--- src/logic/hsbuf_consts.svh ---
// Timing counts, line indices and field widths for the hot-swap bus buffer control
`ifndef HSBUF_CONSTS_SVH
`define HSBUF_CONSTS_SVH

// Clock
`define HSBUF_CLK_HZ 20000000
`define HSBUF_CLK_PERIOD_NS 50

// Line index within each two-line bus vector
`define HSBUF_DATA 0
`define HSBUF_CLOCK 1

// Bus idle qualifier, typical figure, least time rounds up
`define HSBUF_T_IDLE_NS 95000
`define HSBUF_IDLE_CYC ((`HSBUF_T_IDLE_NS + `HSBUF_CLK_PERIOD_NS - 1) / `HSBUF_CLK_PERIOD_NS)
`define HSBUF_IDLE_W 11

// Longest STOP to ready delay, rounds down
`define HSBUF_T_STOP_MAX_NS 2000
`define HSBUF_STOP_CYC (`HSBUF_T_STOP_MAX_NS / `HSBUF_CLK_PERIOD_NS)

// Longest enable fall to ready low delay, rounds down
`define HSBUF_T_DISABLE_MAX_NS 200
`define HSBUF_DISABLE_CYC (`HSBUF_T_DISABLE_MAX_NS / `HSBUF_CLK_PERIOD_NS)

// Stuck bus timer
`define HSBUF_T_STUCK_MS 40
`define HSBUF_STUCK_CYC ((`HSBUF_T_STUCK_MS * 1000000) / `HSBUF_CLK_PERIOD_NS)
`define HSBUF_STUCK_W 20

// Recovery clock, typical frequency, half period in cycles
`define HSBUF_REC_FREQ_HZ 8500
`define HSBUF_REC_HALF_CYC (`HSBUF_CLK_HZ / (2 * `HSBUF_REC_FREQ_HZ))
`define HSBUF_REC_HALF_W 11
`define HSBUF_REC_PULSES 16
`define HSBUF_REC_PULSE_W 5

// Cycles a side is ignored after its own low drive is released
`define HSBUF_HOLDOFF_CYC 3'h4
`define HSBUF_HOLDOFF_W 3

`endif

--- src/logic/hsbuf_pkg.sv ---
// Types shared by the hot-swap bus buffer control
`default_nettype none
package hsbuf_pkg;
   typedef enum logic [2:0] {
      ST_LOCKOUT,
      ST_OFF,
      ST_IDLE,
      ST_ACTIVE,
      ST_REC_CLK,
      ST_REC_STOP
   } hsbuf_state_t;
endpackage
`default_nettype wire

--- src/logic/hsbuf_ctrl.sv ---
// Connection, pass-through and stuck bus recovery control of the hot-swap bus buffer
// Notes on behaviour
// - Stay isolated until backplane idle or STOP
// - Card lines high plus idle or STOP
// - Idle qualifier: backplane high about 95 us
// - Ready within 2 us after STOP
// - Enable fall pulls ready low within 200 ns
// - Enable low: pins released, ready low
// - Supply lockout ignores all bus activity
// - Enable high starts detection, enters idle
// - Precharge in idle, off when connected
// - Connected: lows pass both ways, both lines
// - Stretching and arbitration pass without lockup
// - Stay joined until enable low, supply lockout or stuck
// - Card line low 40 ms means stuck
// - Stuck bus disconnects despite enable high
// - Recovery first disconnects and drops ready
// - Pulse card clock until data free, max 16
// - Then STOP on card side, release lines
// - After recovery requalify from idle state
// - Ready open drain, low while disconnected
// - Recovery clock between 5.5 and 14 kHz
`include "hsbuf_consts.svh"
`default_nettype none
module hsbuf_ctrl
   import hsbuf_pkg::*;
#(
   parameter int STUCK_CYC = `HSBUF_STUCK_CYC
) (
   input wire logic ref_clk_i,
   input wire logic arst_n_i,
   input wire logic supply_ok_i,
   input wire logic en_i,
   input wire logic backplane_data_line_i,
   output logic backplane_data_line_o,
   output logic backplane_data_line_oe_n_o,
   input wire logic backplane_clock_line_i,
   output logic backplane_clock_line_o,
   output logic backplane_clock_line_oe_n_o,
   input wire logic card_data_line_i,
   output logic card_data_line_o,
   output logic card_data_line_oe_n_o,
   input wire logic card_clock_line_i,
   output logic card_clock_line_o,
   output logic card_clock_line_oe_n_o,
   output logic ready_o,
   output logic ready_oe_n_o,
   output logic precharge_o
);
   localparam int STOP_MAX = `HSBUF_STOP_CYC;
   localparam int DIS_MAX = `HSBUF_DISABLE_CYC;

   // Synchronised inputs
   logic [5:0] raw_in;
   logic [5:0] syn_in;
   logic [1:0] bp_s;
   logic [1:0] cd_s;
   logic en_s;
   logic ok_s;
   logic stop_pulse;

   assign raw_in = {supply_ok_i, en_i, card_clock_line_i, card_data_line_i,
                    backplane_clock_line_i, backplane_data_line_i};

   hsbuf_sync u_sync (
      .ref_clk_i(ref_clk_i),
      .arst_n_i(arst_n_i),
      .raw_i(raw_in),
      .sync_o(syn_in)
   );

   assign bp_s = syn_in[1:0];
   assign cd_s = syn_in[3:2];
   assign en_s = syn_in[4];
   assign ok_s = syn_in[5];

   hsbuf_stop_det u_stop (
      .ref_clk_i(ref_clk_i),
      .arst_n_i(arst_n_i),
      .data_i(bp_s[`HSBUF_DATA]),
      .clock_i(bp_s[`HSBUF_CLOCK]),
      .stop_o(stop_pulse)
   );

   // State and counters
   hsbuf_state_t state_r;
   hsbuf_state_t state_nxt;
   logic [`HSBUF_IDLE_W-1:0] idle_cnt_r;
   logic [`HSBUF_IDLE_W-1:0] idle_cnt_nxt;
   logic stop_seen_r;
   logic stop_seen_nxt;
   logic [`HSBUF_STUCK_W-1:0] stuck_cnt_r;
   logic [`HSBUF_STUCK_W-1:0] stuck_cnt_nxt;
   logic [`HSBUF_REC_HALF_W-1:0] half_cnt_r;
   logic [`HSBUF_REC_HALF_W-1:0] half_cnt_nxt;
   logic phase_r;
   logic phase_nxt;
   logic [`HSBUF_REC_PULSE_W-1:0] pulse_cnt_r;
   logic [`HSBUF_REC_PULSE_W-1:0] pulse_cnt_nxt;
   logic [1:0] step_r;
   logic [1:0] step_nxt;
   logic [1:0] drv_cd_r;
   logic [1:0] drv_cd_nxt;
   logic [1:0] drv_bp_r;
   logic [1:0] drv_bp_nxt;
   logic [1:0][`HSBUF_HOLDOFF_W-1:0] cd_blank_r;
   logic [1:0][`HSBUF_HOLDOFF_W-1:0] cd_blank_nxt;
   logic [1:0][`HSBUF_HOLDOFF_W-1:0] bp_blank_r;
   logic [1:0][`HSBUF_HOLDOFF_W-1:0] bp_blank_nxt;
   logic ready_rel_r;
   logic ready_rel_nxt;
   logic precharge_r;
   logic precharge_nxt;

   // Qualifiers and decodes
   logic bp_high;
   logic cd_high;
   logic idle_met;
   logic connect_ok;
   logic stuck;
   logic half_done;
   logic last_pulse;
   logic in_rec;
   logic rec_clk_stay;
   logic rec_stop_stay;
   logic pass_en;
   logic [1:0] take_cd;
   logic [1:0] take_bp;
   logic [1:0] rec_cd;

   assign bp_high = bp_s == 2'h3;
   assign cd_high = cd_s == 2'h3;
   assign idle_met = idle_cnt_r == `HSBUF_IDLE_W'(`HSBUF_IDLE_CYC);
   assign connect_ok = cd_high & (idle_met | stop_seen_r);
   assign stuck = (stuck_cnt_r == `HSBUF_STUCK_W'(STUCK_CYC - 1)) & ~cd_high;
   assign half_done = half_cnt_r == `HSBUF_REC_HALF_W'(`HSBUF_REC_HALF_CYC - 1);
   assign last_pulse = pulse_cnt_r == `HSBUF_REC_PULSE_W'(`HSBUF_REC_PULSES - 1);
   assign in_rec = (state_r == ST_REC_CLK) | (state_r == ST_REC_STOP);
   assign rec_clk_stay = (state_r == ST_REC_CLK) & (state_nxt == ST_REC_CLK);
   assign rec_stop_stay = (state_r == ST_REC_STOP) & (state_nxt == ST_REC_STOP);
   assign pass_en = (state_r == ST_ACTIVE) & (state_nxt == ST_ACTIVE);

   // Main sequence
   always_comb begin
      state_nxt = state_r;
      if (!ok_s) begin
         state_nxt = ST_LOCKOUT;
      end else if (!en_s) begin
         state_nxt = ST_OFF;
      end else begin
         case (state_r)
            ST_LOCKOUT, ST_OFF: begin
               state_nxt = ST_IDLE;
            end
            ST_IDLE: begin
               if (connect_ok) begin
                  state_nxt = ST_ACTIVE;
               end
            end
            ST_ACTIVE: begin
               if (stuck) begin
                  state_nxt = ST_REC_CLK;
               end else begin
                  state_nxt = ST_ACTIVE;
               end
            end
            ST_REC_CLK: begin
               if (half_done && phase_r && (cd_s[`HSBUF_DATA] || last_pulse)) begin
                  state_nxt = ST_REC_STOP;
               end
            end
            ST_REC_STOP: begin
               if (half_done && step_r == 2'h3) begin
                  state_nxt = ST_IDLE;
               end
            end
            default: begin
               state_nxt = ST_LOCKOUT;
            end
         endcase
      end
   end

   // Idle timer restarts on any backplane low
   assign idle_cnt_nxt = (state_r != ST_IDLE || !bp_high) ? '0 :
                         (idle_met ? idle_cnt_r : idle_cnt_r + `HSBUF_IDLE_W'(1));
   // A STOP counts until the backplane goes low again
   assign stop_seen_nxt = (state_r == ST_IDLE) & (stop_pulse | (stop_seen_r & bp_high));

   assign stuck_cnt_nxt = (state_r != ST_ACTIVE || cd_high) ? '0 :
                          (stuck ? stuck_cnt_r : stuck_cnt_r + `HSBUF_STUCK_W'(1));

   // Recovery timing
   assign half_cnt_nxt = (in_rec && !half_done && state_nxt == state_r) ?
                         half_cnt_r + `HSBUF_REC_HALF_W'(1) : '0;
   assign phase_nxt = rec_clk_stay & (phase_r ^ half_done);
   assign pulse_cnt_nxt = rec_clk_stay ?
                          pulse_cnt_r + `HSBUF_REC_PULSE_W'(half_done & phase_r) : '0;
   assign step_nxt = rec_stop_stay ? step_r + 2'(half_done) : 2'h0;

   // Clock low on first half of each pulse; STOP is clock low, data low, clock up, data up
   assign rec_cd[`HSBUF_CLOCK] = ((state_nxt == ST_REC_CLK) & ~phase_nxt) |
                                 ((state_nxt == ST_REC_STOP) & (step_nxt < 2'h2));
   assign rec_cd[`HSBUF_DATA] = (state_nxt == ST_REC_STOP) &
                                ((step_nxt == 2'h1) | (step_nxt == 2'h2));

   // Pass-through per line
   genvar gi;
   generate
      for (gi = 0; gi < 2; gi++) begin : g_line
         // A side we drive low reads back our own low, so it is ignored while driven and
         // for a short hold-off after release; backplane wins a tie
         assign take_cd[gi] = pass_en & ~bp_s[gi] & ~drv_bp_r[gi] & (bp_blank_r[gi] == '0);
         assign take_bp[gi] = pass_en & ~cd_s[gi] & ~drv_cd_r[gi] & (cd_blank_r[gi] == '0) &
                              ~take_cd[gi];
         assign drv_cd_nxt[gi] = take_cd[gi] | rec_cd[gi];
         assign drv_bp_nxt[gi] = take_bp[gi];
         assign cd_blank_nxt[gi] = (drv_cd_r[gi] & ~drv_cd_nxt[gi]) ? `HSBUF_HOLDOFF_CYC :
                                   ((cd_blank_r[gi] != '0) ? cd_blank_r[gi] - 3'h1 : 3'h0);
         assign bp_blank_nxt[gi] = (drv_bp_r[gi] & ~drv_bp_nxt[gi]) ? `HSBUF_HOLDOFF_CYC :
                                   ((bp_blank_r[gi] != '0) ? bp_blank_r[gi] - 3'h1 : 3'h0);
      end
   endgenerate

   assign ready_rel_nxt = state_nxt == ST_ACTIVE;
   assign precharge_nxt = state_nxt == ST_IDLE;

   always_ff @(posedge ref_clk_i or negedge arst_n_i) begin
      if (!arst_n_i) begin
         state_r <= ST_LOCKOUT;
         idle_cnt_r <= '0;
         stop_seen_r <= 1'b0;
         stuck_cnt_r <= '0;
      end else begin
         state_r <= state_nxt;
         idle_cnt_r <= idle_cnt_nxt;
         stop_seen_r <= stop_seen_nxt;
         stuck_cnt_r <= stuck_cnt_nxt;
      end
   end

   always_ff @(posedge ref_clk_i or negedge arst_n_i) begin
      if (!arst_n_i) begin
         half_cnt_r <= '0;
         phase_r <= 1'b0;
         pulse_cnt_r <= '0;
         step_r <= 2'h0;
      end else begin
         half_cnt_r <= half_cnt_nxt;
         phase_r <= phase_nxt;
         pulse_cnt_r <= pulse_cnt_nxt;
         step_r <= step_nxt;
      end
   end

   always_ff @(posedge ref_clk_i or negedge arst_n_i) begin
      if (!arst_n_i) begin
         drv_cd_r <= 2'h0;
         drv_bp_r <= 2'h0;
         cd_blank_r <= '0;
         bp_blank_r <= '0;
         ready_rel_r <= 1'b0;
         precharge_r <= 1'b0;
      end else begin
         drv_cd_r <= drv_cd_nxt;
         drv_bp_r <= drv_bp_nxt;
         cd_blank_r <= cd_blank_nxt;
         bp_blank_r <= bp_blank_nxt;
         ready_rel_r <= ready_rel_nxt;
         precharge_r <= precharge_nxt;
      end
   end

   // Open-drain pins only ever pull low
   assign backplane_data_line_o = 1'b0;
   assign backplane_clock_line_o = 1'b0;
   assign card_data_line_o = 1'b0;
   assign card_clock_line_o = 1'b0;
   assign ready_o = 1'b0;
   assign backplane_data_line_oe_n_o = ~drv_bp_r[`HSBUF_DATA];
   assign backplane_clock_line_oe_n_o = ~drv_bp_r[`HSBUF_CLOCK];
   assign card_data_line_oe_n_o = ~drv_cd_r[`HSBUF_DATA];
   assign card_clock_line_oe_n_o = ~drv_cd_r[`HSBUF_CLOCK];
   assign ready_oe_n_o = ready_rel_r;
   assign precharge_o = precharge_r;
endmodule
`default_nettype wire

--- src/logic/hsbuf_stop_det.sv ---
// STOP condition detector on synchronised backplane lines
`default_nettype none
module hsbuf_stop_det (
   input wire logic ref_clk_i,
   input wire logic arst_n_i,
   input wire logic data_i,
   input wire logic clock_i,
   output logic stop_o
);
   logic data_prev_r;
   logic clock_prev_r;

   always_ff @(posedge ref_clk_i or negedge arst_n_i) begin
      if (!arst_n_i) begin
         data_prev_r <= 1'b1;
         clock_prev_r <= 1'b1;
      end else begin
         data_prev_r <= data_i;
         clock_prev_r <= clock_i;
      end
   end

   // Data rises while clock stays high
   assign stop_o = data_i & ~data_prev_r & clock_i & clock_prev_r;
endmodule
`default_nettype wire

--- src/logic/hsbuf_sync.sv ---
// Two-flop synchronisers for the pin inputs of the buffer control
`default_nettype none
module hsbuf_sync (
   input wire logic ref_clk_i,
   input wire logic arst_n_i,
   input wire logic [5:0] raw_i,
   output logic [5:0] sync_o
);
   logic [5:0] meta_r;
   logic [5:0] sync_r;

   genvar gi;
   generate
      for (gi = 0; gi < 6; gi++) begin : g_bit
         // Bus lines reset to their released level, enable and supply to off
         localparam logic RST_V = (gi < 4) ? 1'b1 : 1'b0;
         always_ff @(posedge ref_clk_i or negedge arst_n_i) begin
            if (!arst_n_i) begin
               meta_r[gi] <= RST_V;
               sync_r[gi] <= RST_V;
            end else begin
               meta_r[gi] <= raw_i[gi];
               sync_r[gi] <= meta_r[gi];
            end
         end
      end
   endgenerate

   assign sync_o = sync_r;
endmodule
`default_nettype wire

--- config.mk ---
export PLATFORM = sky130hd
export DESIGN_NAME = hsbuf_ctrl
export DESIGN_NICKNAME = d
export VERILOG_FILES = /design/src/logic/hsbuf_pkg.sv /design/src/logic/hsbuf_ctrl.sv /design/src/logic/hsbuf_stop_det.sv /design/src/logic/hsbuf_sync.sv
export VERILOG_INCLUDE_DIRS = /design/src /design/src/logic
export SDC_FILE = /design/constraint.sdc
export NUM_CORES = 1
export LEC_CHECK = 0
export BUFFER_PORTS_ARGS = -buffer_cell sky130_fd_sc_hd__buf_4
export CELL_PAD_IN_SITES_DETAIL_PLACEMENT = 1
export CELL_PAD_IN_SITES_GLOBAL_PLACEMENT = 1
export CORE_ASPECT_RATIO = 1.75
export CORE_MARGIN = 1.5
export CORE_UTILIZATION = 52
export CTS_CLUSTER_SIZE = 12
export DETAILED_ROUTE_END_ITERATION = 7
export GPL_ROUTABILITY_DRIVEN = 0
export PLACE_DENSITY = 0.82
export RECOVER_POWER = 25
export SETUP_SLACK_MARGIN = 0.2
export SLEW_MARGIN = 20
export SYNTH_ARGS = -nofsm -noshare
export SYNTH_HDL_FRONTEND = slang
export SYNTH_SLANG_ARGS = --single-unit
--- constraint.sdc ---
create_clock -name ref_clk_i -period 4 [get_ports ref_clk_i]
set_clock_uncertainty 0.05 [all_clocks]
set_input_delay 0.2 -clock ref_clk_i [delete_from_list [all_inputs] [get_ports ref_clk_i]]
set_output_delay 0.2 -clock ref_clk_i [all_outputs]
set_load 0.05 [all_outputs]
# After elaboration in Yosys (flattened, before gate mapping)
# Index checks and enable logic that the tools add are counted.
# classes
n_eq_ne	23
reduce_logical	20
magnitude_cmp	1
mux	22
n_addsub	9
n_bitwise	58
# ops
op	n
$mux 3	14
$mux 20	2
$and 1x1->1	33
$mux 11	3
$add 11x1->11 const B	2
$eq 11x11->1 const B	2
$add 20x1->20 const B	1
$eq 20x20->1 const B	1
$not 1->1	17
$logic_not 3->1	5
$pmux 3 s5	1
$eq 3x2->1 const B	4
$eq 3x3->1 const B	4
$reduce_bool 3->1	4
$sub 3x1->3 const B	4
$eq 2x2->1 const B	4
$or 1x1->1	7
$ne 3x2->1 const B	2
$add 5x1->5	1
$eq 5x4->1 const B	1
$logic_and 1x1->1	5
$mux 5	1
$ne 2x1->1 const B	2
$eq 3x1->1 const B	1
other kinds (9)	12
# word_totals
input_bits	8
wordCells	163
out_inout_bits	11
regBits	86

# Longest topological paths before layout
# depth
word_depth	17
ltp_mapped	10
mapped_depth_nobuf	10

# Hierarchy
# Synthesis repeated with hierarchy kept, for this count alone.
# hier_totals
hier_cells	419
hier_area_um2	4337.9
# modules_own_cells
mod	cells_each	n_inst	area_each_um2	seq_area_each_um2
hsbuf_ctrl	404	1	3965.1	1801.7
hsbuf_sync	12	1	310.3	310.3
hsbuf_stop_det	3	1	62.6	52.6

# Worst setup path before layout
# Ideal clock, no wire load.
# synth_timing
kind	register to register
from	reg half_cnt_r[5]
to	reg cd_blank_r[2] (netlist name)
n_path_buf	0
path_stages_with_launch	10
slack_ns	1.521
setup_ns	0.127
required_time_ns	3.823
arrival_ns	2.301
synth_period_minus_slack_ns	2.479
path_cell_list	dfrtp_1 -> or2_2 -> nor3_1 -> ha_1 -> xnor2_1 -> xnor2_1 -> or3_1 -> a21oi_1 -> nor2_1 -> or2_2
# synth_rtl
item	line_no	source
from (decl)	hsbuf_ctrl.sv:94	logic [`HSBUF_REC_HALF_W-1:0] half_cnt_r;
from (signal assigned)	hsbuf_ctrl.sv:249	half_cnt_r <= half_cnt_nxt;
to (signal assigned)	hsbuf_ctrl.sv:267	cd_blank_r <= cd_blank_nxt;
to (decl)	hsbuf_ctrl.sv:106	logic [1:0][`HSBUF_HOLDOFF_W-1:0] cd_blank_r;

# Final worst setup path
# layout_timing
from	reg half_cnt_r[0]
to	reg half_cnt_r[10]
# layout_via
elab_chain_cells	10
word_cells_on_any_way	15
cone_classes	add/sub: 1; eq/ne: 2; mux: 6; reduce/logical: 6
# layout_rtl
item	line_no	source
$eq 11x11->1	hsbuf_ctrl.sv:136	assign half_done = half_cnt_r == `HSBUF_REC_HALF_W'(`HSBUF_REC_HALF_CYC - 1);
$logic_and 1x1->1 (2 in a row)	hsbuf_ctrl.sv:168	if (half_done && phase_r && (cd_s[`HSBUF_DATA] || last_pulse)) begin
$mux 3	hsbuf_ctrl.sv:168	
$pmux 3 s5	hsbuf_ctrl.sv:151	case (state_r)
$mux 3	hsbuf_ctrl.sv:148	end else if (!en_s) begin
$mux 3	hsbuf_ctrl.sv:146	if (!ok_s) begin
$eq 3x3->1	hsbuf_ctrl.sv:194	assign half_cnt_nxt = (in_rec && !half_done && state_nxt == state_r) ?
$logic_and 1x1->1	hsbuf_ctrl.sv:194	
$mux 11 (*)	hsbuf_ctrl.sv:194	
named net half_cnt_nxt[10]	hsbuf_ctrl.sv:95	logic [`HSBUF_REC_HALF_W-1:0] half_cnt_nxt;
# Mark *: on every way through the listed nets, which the timed path passes. The rest lies on a longest branch.
# A chain may end at the register's enable or synchronous reset.

==> results.json <==
{
  "avgRoutedWirePerCell_um": 18.2,
  "synthTopCellsByArea": "dfrtp_1 45%, dfstp_2 6.3%, xnor2_1 5.0%, ha_1 4.8%, nor2_1 4.5%",
  "ant_nets": 0,
  "clk_latency_ns": 0.33,
  "synth_area_leader_cell": "dfrtp_1",
  "fin_nets": 456,
  "rrSetupSlack_ns": 1.12,
  "syn_inst": 408,
  "clockPowerShare_pct": 44.4,
  "drive_gt1_share_pct": 14.6,
  "yosysSeqAreaShare_pct": 51.6,
  "path_clk_slew_ns": 0.06,
  "synth_edf_count": 0,
  "post-route-period-util_pct": 72.0,
  "path_max_fanout": 11,
  "antenna_found_initial": 0,
  "grt_pass1_vias": 3439,
  "violations": "capacitance limit, slew limit",
  "antenna_cells": 0,
  "peakVddDrop_v": 0.000252,
  "die_h_um": 122,
  "hold-worst-slack_ns": 0.309,
  "p_total_w": 0.00183,
  "synth_commonest_cells": "76 x dfrtp_1, 50 x nor2_1, 33 x nand2_1",
  "htree_num_levels": 3,
  "hold_class": "flop to flop",
  "hold_violations": 0,
  "grt_usage_pct": 25.0,
  "critPathRequiredTime_ns": 4.14,
  "routed_via_density": 5.73,
  "yosys_most_used_dff": "dfrtp_1",
  "p_comb_share_pct": 5.7,
  "synth.most_common_cell": "dfrtp_1",
  "vias": 3022,
  "rows": 43,
  "cts_resized": 0,
  "grt_pass1_wl_um": 16800,
  "switching_power_w": 0.000417,
  "sw_frac_of_total_pct": 22.8,
  "seqPwrFrac_pct": 49.9,
  "initial_core_util_pct": 53.4,
  "worstMarginPinSlew_ns": 2.09,
  "slew_violations": 87,
  "grt_max_degree": 87,
  "die_area_mm2": 0.00864,
  "synth_fa_ha_area_share_pct": 4.77,
  "drc": 0,
  "setup_violations": 0,
  "p_leak_nw": 1.98,
  "fmax_mhz": 347,
  "cts_max_path_buffers": 2,
  "synthMuxAreaShare_pct": 0.745,
  "final_cell_area_mm2": 0.00470,
  "portBuffers": 13,
  "syn_avg_cell_area_um2": 10.3,
  "routed_wl_um": 9600,
  "fillCellCount": 850,
  "synth-compound-area-share_pct": 6.23,
  "ys_warn_count": 0,
  "tns_ns": 0,
  "cts_root_buffer": "clkbuf_16",
  "io_pins": 19,
  "final-seq-area_mm2": 0.00216,
  "period_minus_slack_ns": 2.88,
  "post-place-ws_ns": 1.17,
  "crit_type": "flop to flop",
  "rsz0062_at_grt": "no",
  "synth.ff_latch_count": 86,
  "cp.arrival_ns": 3.02,
  "clock-sinks": 86,
  "core_mm2": 0.00786,
  "yosysTopAreaCellShare_pct": 45.3,
  "postLayoutSetupSlackWorst_ns": 1.12,
  "cts_buffers": 9,
  "start_kind": "flop",
  "first_pass_iters": 6,
  "drv_cap": 1,
  "area_growth_pct": 12.0,
  "grt_overflow_total": 0,
  "relSlewSlack_pct": -39.2,
  "powerDensity_mw_per_mm2": 388,
  "synthSimpleGateAreaFrac_pct": 25.2,
  "die_x_um": 70.9,
  "cts_tree": "built",
  "intPower_w": 0.00141,
  "synth_top_family_by_area": "simple AND/OR/NAND/NOR gates",
  "ys_types": 59,
  "drt_iter0_markers": 173,
  "multi_input_area_mm2": 0.00188,
  "outcome": "finished with violations",
  "end_kind": "flop",
  "hpwlAfterDp_um": 6420,
  "post_dp_cell_area_mm2": 0.00435,
  "syn-cell-area_mm2": 0.00420,
  "synth_xor_area_share_pct": 7.30,
  "async_reset_ff_share_pct": 100
}
## worst paths after layout
path | from | end | depth (start not counted)
worst max-delay path | half_cnt_r[0]$_DFF_PN0_ | half_cnt_r[10]$_DFF_PN0_ | 9
worst min-delay path | u_sync.meta_r[2]$_DFF_PN1_ | u_sync.sync_o[2]$_DFF_PN1_ | 0
worst max register to register | half_cnt_r[0]$_DFF_PN0_ | half_cnt_r[10]$_DFF_PN0_ | 9
worst min register to register | u_sync.meta_r[2]$_DFF_PN1_ | u_sync.sync_o[2]$_DFF_PN1_ | 0
max in group asynchronous | arst_n_i | stuck_cnt_r[7]$_DFFE_PN0P_ | 2
min in group asynchronous | arst_n_i | bp_blank_r[5]$_DFF_PN0_ | 2
## through the flow
stage | utilization (%) | instances
finish | 59.8 | 527
global route | 59.8 | 527
CTS | 59.8 | 526
detailed placement | 55.4 | 504
global placement | 55.4 | 504
floorplan | - | 412
## critical path, stage by stage (launching register included)
cell	delay (ns)
dfrtp_1	0.41
ha_1	0.25
nand4b_1	0.14
nor3_1	0.34
ha_1	0.25
nand2_1	0.05
o221ai_1	0.41
o31ai_4	0.17
o21ai_2	0.55
nor2_1	0.11
## metal layers
metal / wire length (um) / part of all wire [%] / GRT usage, % / vias up
li1: - / - / - / 1428
met1: 3770 / 39 / 28.1 / 1539
met2: 5460 / 57 / 47.0 / 41
met3: 184 / 1.9 / 3.89 / 14
met4: 179 / 1.9 / 8.96 / 0
met5: 0 / 0 / 0 / -
## layout make-up
type | instances | share of cell area (%)
timing repair buffer | 20 | 3.35
clock inverter | 4 | 1.06
tap | 90 | 2.40
clock buffer | 12 | 5.03
inverter | 27 | 2.16
sequential | 86 | 46.0
multi-input combinational | 288 | 40.0
## logic make-up (layout without fill, tap and decap cells)
group                      count (synthesis)  count (layout)
AOI/OAI and AO/OA                         39              39
xor gates and xnor gates                  35              35
adders and majority gates                 16              16
buffers and inverters                     38              63
DFF                                       86              86
muxes                                      3               3
other                                      1               5
and+or+nand+nor                          190             190
## power by group through the flow
stage / clock, W / combinational, W / sequential [W]
finish: 0.000811 / 0.000104 / 0.000910
detailed placement: 0 / 0.0000998 / 0.000925
global route: 0.000861 / 0.000117 / 0.000912
global placement: 0 / 0.0000939 / 0.000924
floorplan: 0 / 0.0000613 / 0.000923
CTS: 0.000823 / 0.000107 / 0.000910
## registers in the layout, indices dropped and copies added (netlist names), 5 cells and up
register	cells
idle_cnt_r	11
u_sync.meta_r	6
cd_blank_r	6
stuck_cnt_r	20
pulse_cnt_r	5
half_cnt_r	11
u_sync.sync_o	6
bp_blank_r	6
## layout by cell type (no fill, tap or decap), types with 3 or more instances in the layout
cell            n
inv_1          27
conb_1          5
xnor2_1        24
dlygate4sd3_1   7
ha_1           16
nor3b_1         6
nand4_1         5
dfstp_2         8
nand2_1        33
nor2_2         10
and3_1          7
xor2_1         11
o21ai_0         8
nor4_1          8
a31oi_1         4
dfrtp_1        76
a21oi_1        14
or2_2           5
buf_4           4
nor3_2          3
nor3_1         15
clkbuf_4        6
clkbuf_1        5
or3_1           7
nand3_1        19
nor2_1         50
clkbuf_16       9
## repair_timing
item                      4_1_cts  5_1_grt
hold buffers                    6        1
buffers inserted                0        0
hold endpoints to repair        6       76
Note: power is estimated with default switching activity, not from simulation.
